--- config.mk ---
export PLATFORM = sky130hd
export DESIGN_NAME = rivm_top
export DESIGN_NICKNAME = d
export VERILOG_FILES = /design/src/include/rivm_pkg.sv /design/src/rivm_top.sv /design/src/rivm_sync.sv /design/src/rivm_prio.sv
export SDC_FILE = /design/constraint.sdc
export NUM_CORES = 1
export LEC_CHECK = 0
export BUFFER_PORTS_ARGS = -buffer_cell sky130_fd_sc_hd__buf_2
export CORE_ASPECT_RATIO = 1.25
export CORE_MARGIN = 4
export CORE_UTILIZATION = 50
export CTS_BUF_LIST = sky130_fd_sc_hd__clkbuf_16
export CTS_CLUSTER_DIAMETER = 100
export CTS_CLUSTER_SIZE = 10
export DETAILED_ROUTE_END_ITERATION = 8
export PLACE_DENSITY = 0.7
export SLEW_MARGIN = 15
export SYNTH_ARGS = -nofsm -noshare
export SYNTH_HDL_FRONTEND = slang
export SYNTH_SLANG_ARGS = --single-unit
--- constraint.sdc ---
create_clock -name sys_clk_i -period 3.55 [get_ports sys_clk_i]
set_clock_uncertainty 0.15 [all_clocks]
set_input_delay 0.71 -clock sys_clk_i [delete_from_list [all_inputs] [get_ports sys_clk_i]]
set_output_delay 0.71 -clock sys_clk_i [all_outputs]
set_load 0.01 [all_outputs]
--- src/include/rivm_pkg.sv ---
// constants, register map and field layout of the reset and interrupt vector map
package rivm_pkg;

  localparam int ADDR_W = 8;
  localparam int DATA_W = 32;
  localparam int PC_W = 16;
  localparam int NUM_SRC = 24;
  localparam int IDX_W = 5;

  // sources in vector order; vector address is 2 * (index + 1) from the table base
  localparam logic [4:0] SRC_EXT0 = 5'h00;
  localparam logic [4:0] SRC_PCHG0 = 5'h01;
  localparam logic [4:0] SRC_PCHG1 = 5'h02;
  localparam logic [4:0] SRC_PCHG2 = 5'h16;
  localparam logic [4:0] SRC_PCHG3 = 5'h17;
  localparam logic [PC_W-1:0] VEC_STEP = 16'h0002;
  localparam logic [PC_W-1:0] APP_RESET_ADDR = 16'h0000;
  localparam logic [PC_W-1:0] APP_TABLE_BASE = 16'h0000;

  // the large variant keeps all sources, the small one drops the last two
  localparam logic [NUM_SRC-1:0] LARGE_SRC_MASK = 24'hFFFFFF;
  localparam logic [NUM_SRC-1:0] SMALL_SRC_MASK = 24'h3FFFFF;

  localparam logic FUSE_PROGRAMMED = 1'b0;

  // register byte offsets
  localparam logic [ADDR_W-1:0] OFS_CONTROL = 8'h00;
  localparam logic [ADDR_W-1:0] OFS_SRC_ENABLE = 8'h04;
  localparam logic [ADDR_W-1:0] OFS_IRQ_STATUS = 8'h08;
  localparam logic [ADDR_W-1:0] OFS_IRQ_MASK = 8'h0C;
  localparam logic [ADDR_W-1:0] OFS_PENDING = 8'h10;
  localparam logic [ADDR_W-1:0] OFS_VECTORS = 8'h14;

  // control register fields
  localparam int CTRL_CHANGE_EN_BIT = 0;
  localparam int CTRL_SELECT_BIT = 1;
  localparam int CTRL_BLOCKED_BIT = 2;

  // interrupt status fields
  localparam int EV_W = 3;
  localparam int EV_TABLE_MOVED = 0;
  localparam int EV_WINDOW_EXPIRED = 1;
  localparam int EV_VECTOR_TAKEN = 2;

  // reset values
  localparam logic [NUM_SRC-1:0] SRC_ENABLE_RST = 24'h000000;
  localparam logic [EV_W-1:0] IRQ_MASK_RST = 3'h0;

  // timed change sequence counts
  localparam logic [2:0] CHANGE_WINDOW_CYCLES = 3'h4;
  localparam logic [2:0] AFTER_WRITE_CYCLES = 3'h1;

endpackage

--- src/rivm_top.sv ---
// reset and interrupt vector map with timed table relocation
`timescale 1ns/1ps
module rivm_top
  import rivm_pkg::*;
#(
  parameter logic LARGE_VARIANT = 1'b1
) (
  input wire logic sys_clk_i,
  input wire logic reset_n_i,
  input wire logic boot_reset_select_fuse_i,
  input wire logic [PC_W-1:0] boot_start_addr_i,
  input wire logic [NUM_SRC-1:0] src_req_i,
  input wire logic global_int_enable_i,
  input wire logic irq_ack_i,
  input wire logic [ADDR_W-1:0] reg_addr_i,
  input wire logic [DATA_W-1:0] reg_wdata_i,
  input wire logic reg_wr_i,
  input wire logic reg_rd_i,
  output logic [DATA_W-1:0] reg_rdata_o,
  output logic [PC_W-1:0] reset_vector_o,
  output logic irq_valid_o,
  output logic [PC_W-1:0] irq_vector_o,
  output logic [IDX_W-1:0] irq_index_o,
  output logic int_blocked_o,
  output logic irq_o
);

  ////////////////////////////////////////////////////////////////////////////
  // fuse pins arrive from outside the clock domain

  logic [PC_W:0] pins_sync;
  logic fuse_lvl;
  logic [PC_W-1:0] boot_start;

  rivm_sync #(
    .WIDTH(PC_W + 1)
  ) u_sync (
    .sys_clk_i(sys_clk_i),
    .reset_n_i(reset_n_i),
    .pin_i({boot_reset_select_fuse_i, boot_start_addr_i}),
    .level_o(pins_sync)
  );

  assign fuse_lvl = pins_sync[PC_W];
  assign boot_start = pins_sync[PC_W-1:0];

  ////////////////////////////////////////////////////////////////////////////
  // register bus decode

  logic wr_ctrl;
  logic wr_en;
  logic wr_mask;
  logic rd_status;
  logic wr_change_set;
  logic wr_select;

  assign wr_ctrl = reg_wr_i && (reg_addr_i == OFS_CONTROL);
  assign wr_en = reg_wr_i && (reg_addr_i == OFS_SRC_ENABLE);
  assign wr_mask = reg_wr_i && (reg_addr_i == OFS_IRQ_MASK);
  assign rd_status = reg_rd_i && (reg_addr_i == OFS_IRQ_STATUS);
  assign wr_change_set = wr_ctrl && reg_wdata_i[CTRL_CHANGE_EN_BIT];

  ////////////////////////////////////////////////////////////////////////////
  // timed change sequence for the table select

  logic [2:0] window_ff;
  logic [2:0] after_ff;
  logic select_ff;
  logic armed;
  logic expired;
  logic blocked;

  assign armed = (window_ff != 3'h0);
  // a select write only counts while the window is open and change enable is written 0
  assign wr_select = wr_ctrl && armed && !reg_wdata_i[CTRL_CHANGE_EN_BIT];
  assign expired = (window_ff == 3'h1) && !wr_select && !wr_change_set;

  always_ff @(posedge sys_clk_i or negedge reset_n_i) begin
    if (!reset_n_i) begin
      window_ff <= 3'h0;
    end else if (wr_change_set) begin
      window_ff <= CHANGE_WINDOW_CYCLES;
    end else if (wr_select) begin
      window_ff <= 3'h0;
    end else if (armed) begin
      window_ff <= window_ff - 3'h1;
    end
  end

  // the blocking outlives the select write by one instruction slot
  always_ff @(posedge sys_clk_i or negedge reset_n_i) begin
    if (!reset_n_i) begin
      after_ff <= 3'h0;
    end else if (wr_select) begin
      after_ff <= AFTER_WRITE_CYCLES;
    end else if (after_ff != 3'h0) begin
      after_ff <= after_ff - 3'h1;
    end
  end

  always_ff @(posedge sys_clk_i or negedge reset_n_i) begin
    if (!reset_n_i) begin
      select_ff <= 1'b0;
    end else if (wr_select) begin
      select_ff <= reg_wdata_i[CTRL_SELECT_BIT];
    end
  end

  // blocking starts in the very cycle change enable is written; global enable untouched
  assign blocked = wr_change_set || armed || wr_select || (after_ff != 3'h0);

  ////////////////////////////////////////////////////////////////////////////
  // vector addresses

  logic [PC_W-1:0] table_base;
  logic [PC_W-1:0] nxt_reset_vec;
  logic [PC_W-1:0] reset_vec_ff;

  assign table_base = select_ff ? boot_start : APP_TABLE_BASE;
  // the same vector serves pin, power-on, brown-out, watchdog and debug resets
  assign nxt_reset_vec = (fuse_lvl == FUSE_PROGRAMMED) ? boot_start
                                                       : APP_RESET_ADDR;

  always_ff @(posedge sys_clk_i or negedge reset_n_i) begin
    if (!reset_n_i) begin
      reset_vec_ff <= APP_RESET_ADDR;
    end else begin
      reset_vec_ff <= nxt_reset_vec;
    end
  end

  ////////////////////////////////////////////////////////////////////////////
  // request selection

  logic [NUM_SRC-1:0] src_en_ff;
  logic [NUM_SRC-1:0] variant_mask;
  logic [NUM_SRC-1:0] live_req;
  logic found;
  logic [IDX_W-1:0] pick_idx;
  logic [PC_W-1:0] pick_vec;

  assign variant_mask = LARGE_VARIANT ? LARGE_SRC_MASK : SMALL_SRC_MASK;
  // disabled sources never reach the pick, so their vectors are never fetched
  assign live_req = src_req_i & src_en_ff & variant_mask;

  rivm_prio u_prio (
    .req_i(live_req),
    .found_o(found),
    .idx_o(pick_idx)
  );

  // index 0 is external request 0 at +0x0002, each next source one step further
  assign pick_vec = table_base + VEC_STEP + PC_W'({pick_idx, 1'b0});

  logic valid_ff;
  logic [PC_W-1:0] vec_ff;
  logic [IDX_W-1:0] idx_ff;
  logic blocked_ff;
  logic taken;

  assign taken = valid_ff && irq_ack_i;

  always_ff @(posedge sys_clk_i or negedge reset_n_i) begin
    if (!reset_n_i) begin
      valid_ff <= 1'b0;
      vec_ff <= APP_TABLE_BASE;
      idx_ff <= '0;
    end else begin
      valid_ff <= found && global_int_enable_i && !blocked && !taken;
      vec_ff <= pick_vec;
      idx_ff <= pick_idx;
    end
  end

  always_ff @(posedge sys_clk_i or negedge reset_n_i) begin
    if (!reset_n_i) begin
      blocked_ff <= 1'b0;
    end else begin
      blocked_ff <= blocked;
    end
  end

  ////////////////////////////////////////////////////////////////////////////
  // software registers and event interrupt

  logic [EV_W-1:0] status_ff;
  logic [EV_W-1:0] mask_ff;
  logic [EV_W-1:0] ev_set;
  logic irq_ff;

  always_ff @(posedge sys_clk_i or negedge reset_n_i) begin
    if (!reset_n_i) begin
      src_en_ff <= SRC_ENABLE_RST;
    end else if (wr_en) begin
      src_en_ff <= reg_wdata_i[NUM_SRC-1:0] & variant_mask;
    end
  end

  always_ff @(posedge sys_clk_i or negedge reset_n_i) begin
    if (!reset_n_i) begin
      mask_ff <= IRQ_MASK_RST;
    end else if (wr_mask) begin
      mask_ff <= reg_wdata_i[EV_W-1:0];
    end
  end

  always_comb begin
    ev_set = '0;
    ev_set[EV_TABLE_MOVED] = wr_select && (reg_wdata_i[CTRL_SELECT_BIT] != select_ff);
    ev_set[EV_WINDOW_EXPIRED] = expired;
    ev_set[EV_VECTOR_TAKEN] = taken;
  end

  // an event in the same cycle as the clearing read survives it
  always_ff @(posedge sys_clk_i or negedge reset_n_i) begin
    if (!reset_n_i) begin
      status_ff <= '0;
    end else begin
      status_ff <= (status_ff & ~{EV_W{rd_status}}) | ev_set;
    end
  end

  always_ff @(posedge sys_clk_i or negedge reset_n_i) begin
    if (!reset_n_i) begin
      irq_ff <= 1'b0;
    end else begin
      irq_ff <= |(((status_ff & ~{EV_W{rd_status}}) | ev_set) & mask_ff);
    end
  end

  logic [DATA_W-1:0] nxt_rdata;
  logic [DATA_W-1:0] rdata_ff;

  always_comb begin
    nxt_rdata = '0;
    if (reg_rd_i) begin
      unique case (reg_addr_i)
        OFS_CONTROL: begin
          nxt_rdata[CTRL_CHANGE_EN_BIT] = armed;
          nxt_rdata[CTRL_SELECT_BIT] = select_ff;
          nxt_rdata[CTRL_BLOCKED_BIT] = blocked;
        end
        OFS_SRC_ENABLE: nxt_rdata[NUM_SRC-1:0] = src_en_ff;
        OFS_IRQ_STATUS: nxt_rdata[EV_W-1:0] = status_ff;
        OFS_IRQ_MASK: nxt_rdata[EV_W-1:0] = mask_ff;
        OFS_PENDING: nxt_rdata[NUM_SRC-1:0] = live_req;
        OFS_VECTORS: nxt_rdata = {table_base, reset_vec_ff};
        default: nxt_rdata = '0;
      endcase
    end
  end

  // read data stand only in the cycle after the strobe
  always_ff @(posedge sys_clk_i or negedge reset_n_i) begin
    if (!reset_n_i) begin
      rdata_ff <= '0;
    end else begin
      rdata_ff <= nxt_rdata;
    end
  end

  assign reg_rdata_o = rdata_ff;
  assign reset_vector_o = reset_vec_ff;
  assign irq_valid_o = valid_ff;
  assign irq_vector_o = vec_ff;
  assign irq_index_o = idx_ff;
  assign int_blocked_o = blocked_ff;
  assign irq_o = irq_ff;

endmodule

--- src/rivm_sync.sv ---
// three flop input synchroniser with agreement filter, one per bit
`timescale 1ns/1ps
module rivm_sync #(
  parameter int WIDTH = 1
) (
  input wire logic sys_clk_i,
  input wire logic reset_n_i,
  input wire logic [WIDTH-1:0] pin_i,
  output logic [WIDTH-1:0] level_o
);

  genvar g;
  generate
    for (g = 0; g < WIDTH; g++) begin : g_bit
      logic meta_ff;
      logic s2_ff;
      logic s3_ff;
      logic lvl_ff;
      // meta_ff is read only by s2_ff
      always_ff @(posedge sys_clk_i or negedge reset_n_i) begin
        if (!reset_n_i) begin
          meta_ff <= 1'b1;
          s2_ff <= 1'b1;
          s3_ff <= 1'b1;
          lvl_ff <= 1'b1;
        end else begin
          meta_ff <= pin_i[g];
          s2_ff <= meta_ff;
          s3_ff <= s2_ff;
          if (s2_ff == s3_ff) begin
            lvl_ff <= s3_ff;
          end
        end
      end
      assign level_o[g] = lvl_ff;
    end
  endgenerate

endmodule

--- src/rivm_prio.sv ---
// fixed priority pick: lowest index, which is the lowest vector address
`timescale 1ns/1ps
module rivm_prio
  import rivm_pkg::*;
(
  input wire logic [NUM_SRC-1:0] req_i,
  output logic found_o,
  output logic [IDX_W-1:0] idx_o
);

  always_comb begin
    found_o = 1'b0;
    idx_o = '0;
    // scan downward so the lowest set bit is the last one kept
    for (int i = NUM_SRC - 1; i >= 0; i--) begin
      if (req_i[i]) begin
        found_o = 1'b1;
        idx_o = IDX_W'(i);
      end
    end
  end

endmodule

# Word level (Yosys, flattened, before mapping)
# Cells that the tools add are included.
[word_totals] wordCells=201 register_bits=177
[op_classes] bitwise_logic=5 eq_ne=24 n_reduce_logical=28 addsub=4 n_mux=59
[ops] op="2-to-1 mux 5 bit" n=24
[ops] op="one-hot mux 21 bit (3 select lines)" n=1
[ops] op="2-to-1 mux 16 bit" n=2
[ops] op="2-to-1 mux 32 bit" n=1
[ops] op="AND 24 bit" n=1
[ops] op="2-to-1 mux 1 bit" n=24
[ops] op="one-hot mux 3 bit (6 select lines)" n=1
[ops] op="== test 1 bit" n=17
[ops] op="adder 16 x 2 -> 16 bit, second input constant" n=1
[ops] op="adder 16 x 6 -> 16 bit" n=1
[ops] op="== test 8 x 4 -> 1 bit, second input constant" n=2
[ops] op="== test 8 x 5 -> 1 bit, second input constant" n=2
[ops] op="2-to-1 mux 3 bit" n=5
[ops] op="logical AND 1 bit" n=14
[ops] op="nonzero test 3 bit" n=3
[ops] op="== test 8 x 3 -> 1 bit, second input constant" n=1
[ops] op="zero test 8 bit" n=1
[ops] op="2-to-1 mux 8 bit" n=1
[ops] op="AND 3 bit" n=2
[ops] op="subtractor 3 x 1 -> 3 bit, second input constant" n=2
[ops] op="zero test 1 bit" n=5
[ops] op="== test 3 x 1 -> 1 bit, second input constant" n=1
[ops] op="logical OR 1 bit" n=3
[ops] op="NOT 3 bit" n=1
[ops] op="4 further kinds" n=4

# Longest topological paths before layout
# Gate-level depths: netlist (run 1).
[logic_depth] ltp_word=28 mapped_depth=15

# Hierarchy
# From an unflattened synthesis (run 1), not the netlist that was laid out.
[unflattened] cells_unflattened=596 hier_area_um2=7616.1
[by_module_without_submodules] mod="rivm_top" instances=1 cells_per_inst=447 area_per_inst_um2=5218.8
[by_module_without_submodules] mod="rivm_sync" instances=1 cells_per_inst=102 area_per_inst_um2=2105.8
[by_module_without_submodules] mod="rivm_prio" instances=1 cells_per_inst=47 area_per_inst_um2=291.5

# Worst setup path before layout (run 1)
# Ideal clock, no wire load.
[synth_timing] kind="input to register" from="input src_req_i[19]" to="register vec_ff[14], in the netlist irq_vector_o[14]" setup_slack_ns=0.017 required_ns=3.281 arrival_ns=3.264 setup_time_ns=0.119 cell_stages=15 cell_sequence="nand2_1 -> a32o_1 -> a31oi_1 -> o211ai_1 -> a41o_1 -> ha_1 -> inv_1 -> ha_1 -> inv_1 -> fa_1 -> nor2b_1 -> o31a_1 -> o2111ai_1 -> o31a_1 -> o21a_1"
[synth_between] elab_chain_cells=22
[synth_lines] item="start: declaration" line="rivm_top.sv:12" source="input wire logic [NUM_SRC-1:0] src_req_i,"
[synth_lines] item="AND 24 bit" line="rivm_top.sv:144" source="assign live_req = src_req_i & src_en_ff & variant_mask;"
[synth_lines] item="2-to-1 mux 5 bit (20 in a row)" line="rivm_prio.sv:16" source="if (req_i[i]) begin"
[synth_lines] item="adder 16 x 6 -> 16 bit" line="rivm_top.sv:153" source="assign pick_vec = table_base + VEC_STEP + PC_W'({pick_idx, 1'b0});"
[synth_lines] item="named net pick_vec[14]" line="rivm_top.sv:140" source="logic [PC_W-1:0] pick_vec;"
[synth_lines] item="end signal: assignment" line="rivm_top.sv:170" source="vec_ff <= pick_vec;"
[synth_lines] item="end: declaration" line="rivm_top.sv:156" source="logic [PC_W-1:0] vec_ff;"
# The timed path passes the listed nets, and every way through them passes these cells.
# A chain may end at the register's enable or synchronous reset.

# Worst setup path after layout (run 1)
[layout_timing] from="register src_en_ff[12]" to="register vec_ff[14], in the netlist irq_vector_o[14]"
[layout_between] elab_chain_cells=15
[layout_lines] item="start: declaration" line="rivm_top.sv:135" source="logic [NUM_SRC-1:0] src_en_ff;"
[layout_lines] item="start signal: assignment" line="rivm_top.sv:195" source="src_en_ff <= reg_wdata_i[NUM_SRC-1:0] & variant_mask;"
[layout_lines] item="AND 24 bit" line="rivm_top.sv:144"
[layout_lines] item="2-to-1 mux 5 bit (13 in a row)" line="rivm_prio.sv:16"
[layout_lines] item="adder 16 x 6 -> 16 bit" line="rivm_top.sv:153"
[layout_lines] item="named net pick_vec[14]" line="rivm_top.sv:140"
# The timed path passes the listed nets, and every way through them passes these cells.

==> impl_metrics.env, run 1 <==
export IMPL_via_per_inst=5.59
export IMPL_crit_type="flop to flop"
export IMPL_clk_path_buf_depth=2
export IMPL_synth_area_per_cell_um2=13.0
export IMPL_fin_area_um2=9160
export IMPL_wire_per_inst_um=19.2
export IMPL_postCtsHoldBufs=0
export IMPL_regArea_um2=4510
export IMPL_cts_sinks=177
export IMPL_period_share=1.02
export IMPL_die_area_um2=16300
export IMPL_portBuffers=150
export IMPL_max_vdd_ir_drop_uv=426
export IMPL_cap_violations=0
export IMPL_synth_edf_count=0
export IMPL_synth_nets=655
export IMPL_utilization=0.658
export IMPL_dp_slack_ns=-0.493
export IMPL_synth_area_um2=7170
export IMPL_synthTopCellsByArea="dfrtp_1, dfstp_2, mux2_2"
export IMPL_gp_congestion=0.891
export IMPL_worstPathRequired_ns=3.72
export IMPL_p_int_mw=3.49
export IMPL_synthAdderAreaFrac=0.0527
export IMPL_layout_commonest_cell="buf_2"
export IMPL_area_growth_pct=27.7
export IMPL_rsz0062_at_grt="true"
export IMPL_worstHoldPathType="input port to asynchronous set/reset pin"
export IMPL_syn_inst=552
export IMPL_antenna_found_initial=1
export IMPL_grt_overflow_total=0
export IMPL_setup_slack_ns=-0.0723
export IMPL_vias=5305
export IMPL_synth_compound_area_share=0.127
export IMPL_powerDensity_nw_per_um2=522
export IMPL_synth_top_area_cell="dfrtp_1"
export IMPL_ys_ff_latch=177
export IMPL_diodes=0
export IMPL_die_h_um=142
export IMPL_period_needed_ns=3.62
export IMPL_synth_xor_area_share=0.0110
export IMPL_slew_headroom=0.460
export IMPL_drive_gt1_frac=0.463
export IMPL_dp_cells=909
export IMPL_max_freq_ghz=0.276
export IMPL_yosysUniqueCellTypes=58
export IMPL_io_pins=159
export IMPL_clock_latency_ns=0.43
export IMPL_track_usage=0.232
export IMPL_switching_share=0.271
export IMPL_power_leakage_nw=4.55
export IMPL_netSwitchingPower_mw=1.30
export IMPL_h_tree_depth=4
export IMPL_coreArea_um2=13900
export IMPL_finalSetupViolations=4
export IMPL_drtIter0Drc=395
export IMPL_crit_arrival_ns=3.79
export IMPL_critical_path_top_delay_family="compound AO/OA/AOI/OAI gates"
export IMPL_slowest_stage="a222oi_1"
export IMPL_grt_pass1_wl_um=29100
export IMPL_grt_pass1_vias=5528
export IMPL_grt_max_degree=83
export IMPL_critPathMaxStageDelay_ns=0.53
export IMPL_outcome="finished with violations"
export IMPL_hold_viol_final=0
export IMPL_power_frac_seq=0.490
export IMPL_muxShareOfSynthArea=0.0509
export IMPL_start_util=0.515
export IMPL_path_clk_slew_ns=0.07
export IMPL_dp_hpwl_um=13200
export IMPL_worstMarginPinSlew_ns=0.806
export IMPL_worst_path_max_fanout=3
export IMPL_yosys_area_share_simple=0.109
export IMPL_cts_tree="built"
export IMPL_worst_setup_path_start_kind="flop"
export IMPL_yosys_warnings=0
export IMPL_drc_errors=0
export IMPL_postRouteAntennaNets=0
export IMPL_drt_first_pass_iters=4
export IMPL_drv_slew=0
export IMPL_cts_root_buf="clkbuf_16"
export IMPL_power_total_mw=4.79
export IMPL_violations="setup timing"
export IMPL_multi_input_area_um2=2580
export IMPL_synth_top_family_by_area="compound AO/OA/AOI/OAI gates"
export IMPL_final_cells=949
export IMPL_setup_tns_ns=-0.164
export IMPL_post_dp_cell_area_um2=8500
export IMPL_fillCellCount=1078
export IMPL_path_cells="a222oi_1 -> buf_4 -> o211ai_1 -> a41o_1 -> ha_2 -> inv_2 -> ha_4 -> inv_2 -> fa_2 -> nor2b_4 -> o31a_1 -> o2111ai_2 -> o31a_1 -> o21a_1"
export IMPL_whs_ns=0.169
export IMPL_synth_ff_type="dfrtp_1"
export IMPL_ys_seq_area_frac=0.629
export IMPL_core_rowCount=48
export IMPL_clkPwrFrac=0.363
export IMPL_numCtsBuffers=17
export IMPL_endpoint_kind="flop"
export IMPL_synthDominantCellAreaShare=0.380
export IMPL_finalNetCount=864
export IMPL_final_cell_mix="buf_2, dfrtp_1, dfstp_2"
export IMPL_comb_power_share=0.147
export IMPL_cp_buffers_inverters=3
export IMPL_synthArstFlopShare=1.00
export IMPL_fp_dieW_um=115
export IMPL_wl_um=18200
-- layout make-up --
cell class                 instances  area share
sequential                       177       0.493
multi-input combinational        338       0.281
timing repair buffer             212       0.136
clock buffer                      18      0.0492
tap                              175      0.0239
clock inverter                    14      0.0109
inverter                          15     0.00614
-- power groups by stage --
stage	registers [mW]	logic (mW)	clock network (mW)
3_3_place_gp	2.37	0.635	0
5_1_grt	2.36	0.784	1.86
3_5_place_dp	2.37	0.676	0
2_1_floorplan	2.35	0.327	0
4_1_cts	2.34	0.687	1.78
6_report	2.35	0.704	1.74
-- logic make-up after synthesis --
group                      count (synthesis)
AOI/OAI and AO/OA                        119
xor gates and xnor gates                   9
adders and majority gates                 33
buffers and inverters                     37
DFF                                      177
muxes                                     33
and+or+nand+nor                          144
-- layer usage --
metal | GRT usage | vias to the layer above | wire (µm)
met1 | 0.283 | 2648 | 7050
met2 | 0.396 | 200 | 9550
met5 | 0 | - | 9
li1 | - | 2416 | -
met4 | 0.0878 | 2 | 505
met3 | 0.0589 | 39 | 1100
-- final timing paths --
kind,from,endpoint,slack (ns),depth (start not counted)
max in group asynchronous,reset_n_i,u_sync.g_bit[8].s2_ff,2.27,2
setup reg to reg,src_en_ff[12],irq_vector_o[14],-0.07,14
hold reg to reg,u_sync.g_bit[13].meta_ff,u_sync.g_bit[13].s2_ff,0.20,0
hold / removal,reset_n_i,int_blocked_o,0.17,1
setup / recovery,src_en_ff[12],irq_vector_o[14],-0.07,14
min in group sys_clk_i,u_sync.g_bit[13].meta_ff,u_sync.g_bit[13].s2_ff,0.20,0
-- state kept, by name (all words and copies together), names as in the netlist, 3 cells and up --
| register | cells |
|---|---|
| u_sync.g_bit.s2_ff | 17 |
| u_sync.g_bit.meta_ff | 17 |
| reset_vector_o | 16 |
| mask_ff | 3 |
| src_en_ff | 24 |
| u_sync.g_bit.s3_ff | 17 |
| irq_vector_o | 16 |
| after_ff | 3 |
| status_ff | 3 |
| irq_index_o | 5 |
| reg_rdata_o | 32 |
| window_ff | 3 |
| u_sync.g_bit.lvl_ff | 17 |
-- Yosys cell counts (all sizes together) (4+ instances only) --
master  count
dfrtp     109
dfstp      68
nor2       39
mux2       28
nand2      28
a21o       26
a32oi      25
nor2b      19
clkbuf     17
maj3       17
ha         15
inv        15
nand3      14
and2       13
o21ai      11
a22o       10
and3        9
a21oi       8
a22oi       6
o211ai      6
xnor2       6
buf         5
mux2i       5
nand4       5
a31oi       4
nor4        4
o31ai       4
-- what timing repair did --
action	4_1_cts	5_1_grt
resized for setup	3	13
setup buffers	6	2
pin swaps	3	10
endpoints found under the setup margin	3	9
Power figures use the tool's default switching activity.
==> inputs of run 2 (changes only) <==
--- a/config.mk
+++ b/config.mk
@@ -5,6 +5,7 @@
 export SDC_FILE = /design/constraint.sdc
 export NUM_CORES = 1
 export LEC_CHECK = 0
+export ABC_AREA = 1
 export BUFFER_PORTS_ARGS = -buffer_cell sky130_fd_sc_hd__buf_2
 export CORE_ASPECT_RATIO = 1.25
 export CORE_MARGIN = 4
@@ -13,7 +14,7 @@
 export CTS_CLUSTER_DIAMETER = 100
 export CTS_CLUSTER_SIZE = 10
 export DETAILED_ROUTE_END_ITERATION = 8
-export PLACE_DENSITY = 0.7
+export PLACE_DENSITY = 0.71
 export SLEW_MARGIN = 15
 export SYNTH_ARGS = -nofsm -noshare
 export SYNTH_HDL_FRONTEND = slang
==> impl_metrics.env, run 2 <==
export IMPL_outcome="finished with violations"
export IMPL_violations="setup timing"
export IMPL_syn_inst=648
export IMPL_numCtsBuffers=17
export IMPL_setup_tns_ns=-0.280
export IMPL_slew_headroom=0.474
export IMPL_diodes=0
export IMPL_synth_edf_count=0
export IMPL_drt_first_pass_iters=5
export IMPL_top_layer_used="met4"
export IMPL_portBuffers=150
export IMPL_synth_top_family_by_area="simple AND/OR/NAND/NOR gates"
export IMPL_start_util=0.509
export IMPL_layout_commonest_cell="nand2_1"
export IMPL_dp_hpwl_um=13000
export IMPL_wire_per_inst_um=16.6
export IMPL_clock_latency_ns=0.43
export IMPL_synthArstFlopShare=1.00
export IMPL_switching_share=0.262
export IMPL_endpoint_kind="flop"
export IMPL_ys_seq_area_frac=0.642
export IMPL_worst_path_max_fanout=2
export IMPL_power_leakage_nw=4.90
export IMPL_finalSetupViolations=3
export IMPL_antenna_found_initial=0
export IMPL_synthDominantCellAreaShare=0.388
export IMPL_dp_slack_ns=-0.570
export IMPL_regArea_um2=4510
export IMPL_period_needed_ns=3.69
export IMPL_dp_cells=1012
export IMPL_synthTopCellsByArea="dfrtp_1, dfstp_2, nand2_1"
export IMPL_slowest_stage="dfrtp_1"
export IMPL_setup_slack_ns=-0.142
export IMPL_dr_wl_met3_um=995
export IMPL_muxShareOfSynthArea=0.0336
export IMPL_core_rowCount=48
export IMPL_wl_met1_um=6900
export IMPL_via_per_inst=5.07
export IMPL_hold_viol_final=0
export IMPL_fp_dieW_um=114
export IMPL_crit_type="flop to flop"
export IMPL_max_freq_ghz=0.271
export IMPL_vias=5365
export IMPL_synth_area_um2=7030
export IMPL_fin_area_um2=9160
export IMPL_p_int_mw=3.56
export IMPL_area_growth_pct=30.1
export IMPL_final_cell_mix="nand2_1, buf_2, dfrtp_1"
export IMPL_utilization=0.663
export IMPL_worstPathRequired_ns=3.71
export IMPL_largest_reg_flops=32
export IMPL_comb_power_share=0.139
export IMPL_h_tree_depth=4
export IMPL_reg2regPathDepth=38
export IMPL_clkPwrFrac=0.382
export IMPL_cts_sinks=177
export IMPL_wl_um=17600
export IMPL_cts_tree="built"
export IMPL_drive_gt1_frac=0.413
export IMPL_synth_common_cells="nand2_1, dfrtp_1, dfstp_2"
export IMPL_synth_top_area_cell="dfrtp_1"
export IMPL_synth_ff_type="dfrtp_1"
export IMPL_worstMarginPinSlew_ns=0.789
export IMPL_synthAdderAreaFrac=0.0537
export IMPL_crit_top_cell="nand2_1"
export IMPL_yosysUniqueCellTypes=43
export IMPL_synth_xor_area_share=0.0174
export IMPL_grt_pass1_vias=5679
export IMPL_yosys_area_share_simple=0.149
export IMPL_drtIter0Drc=278
export IMPL_wl_met2_um=9190
export IMPL_critPathMaxStageDelay_ns=0.42
export IMPL_synth_nets=751
export IMPL_finalNetCount=974
export IMPL_synth_compound_area_share=0.0541
export IMPL_grt_overflow_total=0
export IMPL_grt_max_degree=88
export IMPL_yosysMostFrequentCell="nand2_1"
export IMPL_clk_path_buf_depth=2
export IMPL_power_frac_seq=0.479
export IMPL_cts_root_buf="clkbuf_16"
export IMPL_rsz0062_at_grt="true"
export IMPL_die_h_um=141
export IMPL_gp_congestion=0.928
export IMPL_die_area_um2=16000
export IMPL_worst_setup_path_start_kind="flop"
export IMPL_post_dp_cell_area_um2=8390
export IMPL_synth_area_per_cell_um2=10.9
export IMPL_yosys_warnings=0
export IMPL_postCtsHoldBufs=0
export IMPL_track_usage=0.227
export IMPL_io_pins=159
export IMPL_period_share=1.04
export IMPL_crit_arrival_ns=3.85
export IMPL_powerDensity_nw_per_um2=528
export IMPL_fillCellCount=1052
export IMPL_grt_pass1_wl_um=28200
export IMPL_max_vdd_ir_drop_uv=379
export IMPL_ys_ff_latch=177
export IMPL_path_clk_slew_ns=0.07
export IMPL_multi_input_area_um2=2270
export IMPL_worstHoldPathType="input port to asynchronous set/reset pin"
export IMPL_cap_violations=0
export IMPL_drv_slew=0
export IMPL_coreArea_um2=13800
export IMPL_netSwitchingPower_mw=1.27
export IMPL_postRouteAntennaNets=0
export IMPL_drc_errors=0
export IMPL_final_cells=1059
-- run 2: kinds of logic after synthesis --
logic type,Yosys count
and+or+nand+nor,251
DFF,177
buffers and inverters,91
AOI/OAI and AO/OA,61
adders and majority gates,33
muxes,21
xor gates and xnor gates,14
-- run 2: through the flow --
stage                     total power [mW]  hold slack (ns)
after CTS                             4.87            0.200
after global placement                2.92            0.195
final                                 4.83            0.154
after global routing                  5.05            0.199
after detailed placement              2.97            0.197
after floorplan                       2.64            0.195
-- run 2: layout make-up --
cell class,count,share of cell area
inverter,78,0.0321
timing repair buffer,217,0.139
sequential,177,0.493
clock inverter,15,0.0172
multi-input combinational,380,0.248
clock buffer,17,0.0465
tap,175,0.0239
-- run 2: power groups by stage --
stage,Clock (mW),Combinational (mW),Sequential (mW)
6_report,1.84,0.670,2.31
5_1_grt,1.97,0.748,2.33
4_1_cts,1.87,0.685,2.31
3_5_place_dp,0,0.620,2.35
3_3_place_gp,0,0.587,2.34
2_1_floorplan,0,0.297,2.34
-- run 2: worst paths after layout --
path | from | to | slack, ns
worst max-delay path | src_en_ff[23] | irq_vector_o[12] | -0.14
min in group sys_clk_i | u_sync.g_bit[14].meta_ff | u_sync.g_bit[14].s2_ff | 0.20
worst max register to register | src_en_ff[23] | irq_vector_o[12] | -0.14
worst min register to register | u_sync.g_bit[14].meta_ff | u_sync.g_bit[14].s2_ff | 0.20
max in group asynchronous | reset_n_i | u_sync.g_bit[14].lvl_ff | 2.20
worst min-delay path | reset_n_i | status_ff[2] | 0.15
-- run 2: worst max-delay path, delay by kind of cell, from the launching register on --
family                     cells  cell delay [ns]
xor gates and xnor gates       1             0.13
buffers and inverters          4             0.28
and+or+nand+nor               28             1.78
AOI/OAI and AO/OA              2             0.14
DFF                            1             0.42
adders and majority gates      3             0.63
-- run 2: routing by layer --
metal,vias to the layer above,GRT usage
li1,2514,-
met1,2618,0.286
met2,199,0.386
met3,34,0.0468
met4,0,0.0876
met5,-,0
-- run 2: repair_timing --
| action | 4_1_cts | 5_1_grt |
|---|---|---|
| setup buffers | 17 | 5 |
| pin swaps | 1 | 1 |
| endpoints found under the setup margin | 6 | 9 |
| resized for setup | 5 | 9 |
==> inputs of run 3 (changes only) <==
--- a/config.mk
+++ b/config.mk
@@ -9,12 +9,12 @@
 export BUFFER_PORTS_ARGS = -buffer_cell sky130_fd_sc_hd__buf_2
 export CORE_ASPECT_RATIO = 1.25
 export CORE_MARGIN = 4
-export CORE_UTILIZATION = 50
+export CORE_UTILIZATION = 49
 export CTS_BUF_LIST = sky130_fd_sc_hd__clkbuf_16
 export CTS_CLUSTER_DIAMETER = 100
 export CTS_CLUSTER_SIZE = 10
 export DETAILED_ROUTE_END_ITERATION = 8
-export PLACE_DENSITY = 0.71
+export PLACE_DENSITY = 0.72
 export SLEW_MARGIN = 15
 export SYNTH_ARGS = -nofsm -noshare
 export SYNTH_HDL_FRONTEND = slang
==> constraint.sdc (replaced) <==
create_clock -name sys_clk_i -period 3.1 [get_ports sys_clk_i]
set_clock_uncertainty 0.15 [all_clocks]
set_input_delay 0.62 -clock sys_clk_i [delete_from_list [all_inputs] [get_ports sys_clk_i]]
set_output_delay 0.62 -clock sys_clk_i [all_outputs]
set_load 0.01 [all_outputs]
==> impl_metrics.env, run 3 (same netlist as run 2, synthesis figures left out) <==
export IMPL_dp_hpwl_um=13300
export IMPL_die_h_um=142
export IMPL_endpoint_kind="flop"
export IMPL_whs_ns=0.0544
export IMPL_drive_gt1_frac=0.429
export IMPL_regArea_um2=4510
export IMPL_finalSetupViolations=12
export IMPL_layout_commonest_cell="nand2_1"
export IMPL_diodes=0
export IMPL_gp_congestion=0.946
export IMPL_slew_headroom=0.539
export IMPL_r2r_start="src_en_ff[23]"
export IMPL_period_needed_ns=3.74
export IMPL_outcome="finished with violations"
export IMPL_clock_latency_ns=0.42
export IMPL_finalNetCount=985
export IMPL_dp_slack_ns=-0.883
export IMPL_critPathMaxStageDelay_ns=0.41
export IMPL_power_total_mw=5.61
export IMPL_final_cell_mix="nand2_1, buf_2, dfrtp_1"
export IMPL_dr_wl_met3_um=993
export IMPL_worstPathRequired_ns=3.26
export IMPL_core_rowCount=48
export IMPL_antenna_found_initial=0
export IMPL_drv_slew=0
export IMPL_cts_tree="built"
export IMPL_postCtsHoldBufs=0
export IMPL_fp_dieW_um=115
export IMPL_utilization=0.669
export IMPL_h_tree_depth=4
export IMPL_rsz0062_at_grt="true"
export IMPL_crit_arrival_ns=3.90
export IMPL_powerDensity_nw_per_um2=601
export IMPL_cap_violations=0
export IMPL_grt_pass1_vias=5612
export IMPL_wl_met1_um=6980
export IMPL_via_per_inst=4.98
export IMPL_postRouteAntennaNets=0
export IMPL_track_usage=0.221
export IMPL_vias=5333
export IMPL_wl_met2_um=8990
export IMPL_crit_top_cell="nand2_2"
export IMPL_max_freq_ghz=0.267
export IMPL_area_growth_pct=32.6
export IMPL_grt_max_degree=76
export IMPL_max_vdd_ir_drop_uv=613
export IMPL_worst_path_max_fanout=2
export IMPL_slowest_stage="dfrtp_1"
export IMPL_worstHoldPathType="input port to asynchronous set/reset pin"
export IMPL_cp_startpoint="src_en_ff[23]"
export IMPL_worstMarginPinSlew_ns=0.692
export IMPL_grt_overflow_total=0
export IMPL_numCtsBuffers=17
export IMPL_drc_errors=0
export IMPL_wire_per_inst_um=16.4
export IMPL_cp_buffers_inverters=2
export IMPL_cts_sinks=177
export IMPL_cts_root_buf="clkbuf_16"
export IMPL_setup_tns_ns=-3.98
export IMPL_power_leakage_nw=5.00
export IMPL_crit_type="flop to flop"
export IMPL_fillCellCount=1039
export IMPL_path_cells="nand2_4 -> buf_4 -> buf_4 -> nand2_1 -> nor2_1 -> o311ai_1 -> nand4_1 -> a21oi_1 -> ha_1 -> ha_1 -> nand3_2 -> nand2_2 -> a21oi_2 -> o21bai_2 -> nand2_2 -> nor2_2 -> nand2_2 -> nor3_4 -> nand3_2 -> xor2_1"
export IMPL_portBuffers=150
export IMPL_io_pins=159
export IMPL_drt_first_pass_iters=5
export IMPL_wl_um=17500
export IMPL_setup_slack_ns=-0.642
export IMPL_path_clk_slew_ns=0.07
export IMPL_start_util=0.505
export IMPL_violations="setup timing"
export IMPL_grt_pass1_wl_um=27900
export IMPL_multi_input_area_um2=2300
export IMPL_period_share=1.21
export IMPL_coreArea_um2=13900
export IMPL_drtIter0Drc=284
export IMPL_worst_setup_path_start_kind="flop"
export IMPL_top_layer_used="met4"
export IMPL_clk_path_buf_depth=2
export IMPL_hold_viol_final=0
export IMPL_largest_reg_flops=32
export IMPL_critical_path_top_delay_family="simple AND/OR/NAND/NOR gates"
export IMPL_die_area_um2=16300
## run 3: worst paths after layout
path,endpoint,slack [ns],depth (start not counted)
setup reg to reg,irq_vector_o[15],-0.64,20
hold / removal,reg_rdata_o[0],0.05,1
hold reg to reg,u_sync.g_bit[5].s2_ff,0.20,0
setup / recovery,irq_vector_o[15],-0.64,20
min in group sys_clk_i,u_sync.g_bit[9].meta_ff,0.14,1
max in group asynchronous,u_sync.g_bit[0].meta_ff,1.98,2
## run 3: power by group
| part | total, mW | internal [mW] | switching (mW) | leakage [nW] |
|---|---|---|---|---|
| clock | 2.20 | 1.30 | 0.903 | 0.305 |
| combinational | 0.759 | 0.333 | 0.425 | 2.53 |
| sequential | 2.65 | 2.54 | 0.114 | 2.17 |
| total | 5.61 | 4.17 | 1.44 | 5.00 |
## run 3: final cells by class
cell class | instances | area share
sequential | 177 | 0.484
multi-input combinational | 380 | 0.246
timing repair buffer | 228 | 0.148
clock buffer | 19 | 0.0510
inverter | 78 | 0.0315
tap | 175 | 0.0235
clock inverter | 13 | 0.0156
## run 3: per-layer routing
metal / vias to the layer above / GRT usage
met5: - / 0
met4: 0 / 0.0995
met3: 42 / 0.0447
met2: 171 / 0.382
met1: 2587 / 0.267
li1: 2533 / -
## run 3: timing repair
action	in CTS	in global routing
setup endpoints to repair	8	13
pin swaps	2	7
buffers inserted	8	4
resized for setup	7	18
cloned	0	0
## run 3: metrics by stage
stage,instances,cell area (µm²)
2_1_floorplan,648,7070
3_3_place_gp,1028,8520
3_5_place_dp,1028,8520
4_1_cts,1066,9220
5_1_grt,1070,9330
6_report,1070,9330
## run 3: worst register-to-register path: stages (launching register included)
cell and delay, ns:
dfrtp_1 0.41, nand2_4 0.07, buf_4 0.13, buf_4 0.12, nand2_1 0.08, nor2_1 0.07
o311ai_1 0.32, nand4_1 0.14, a21oi_1 0.22, ha_1 0.29, ha_1 0.31, nand3_2 0.08
nand2_2 0.09, a21oi_2 0.06, o21bai_2 0.18, nand2_2 0.11, nor2_2 0.13, nand2_2 0.10
nor3_4 0.24, nand3_2 0.12, xor2_1 0.19
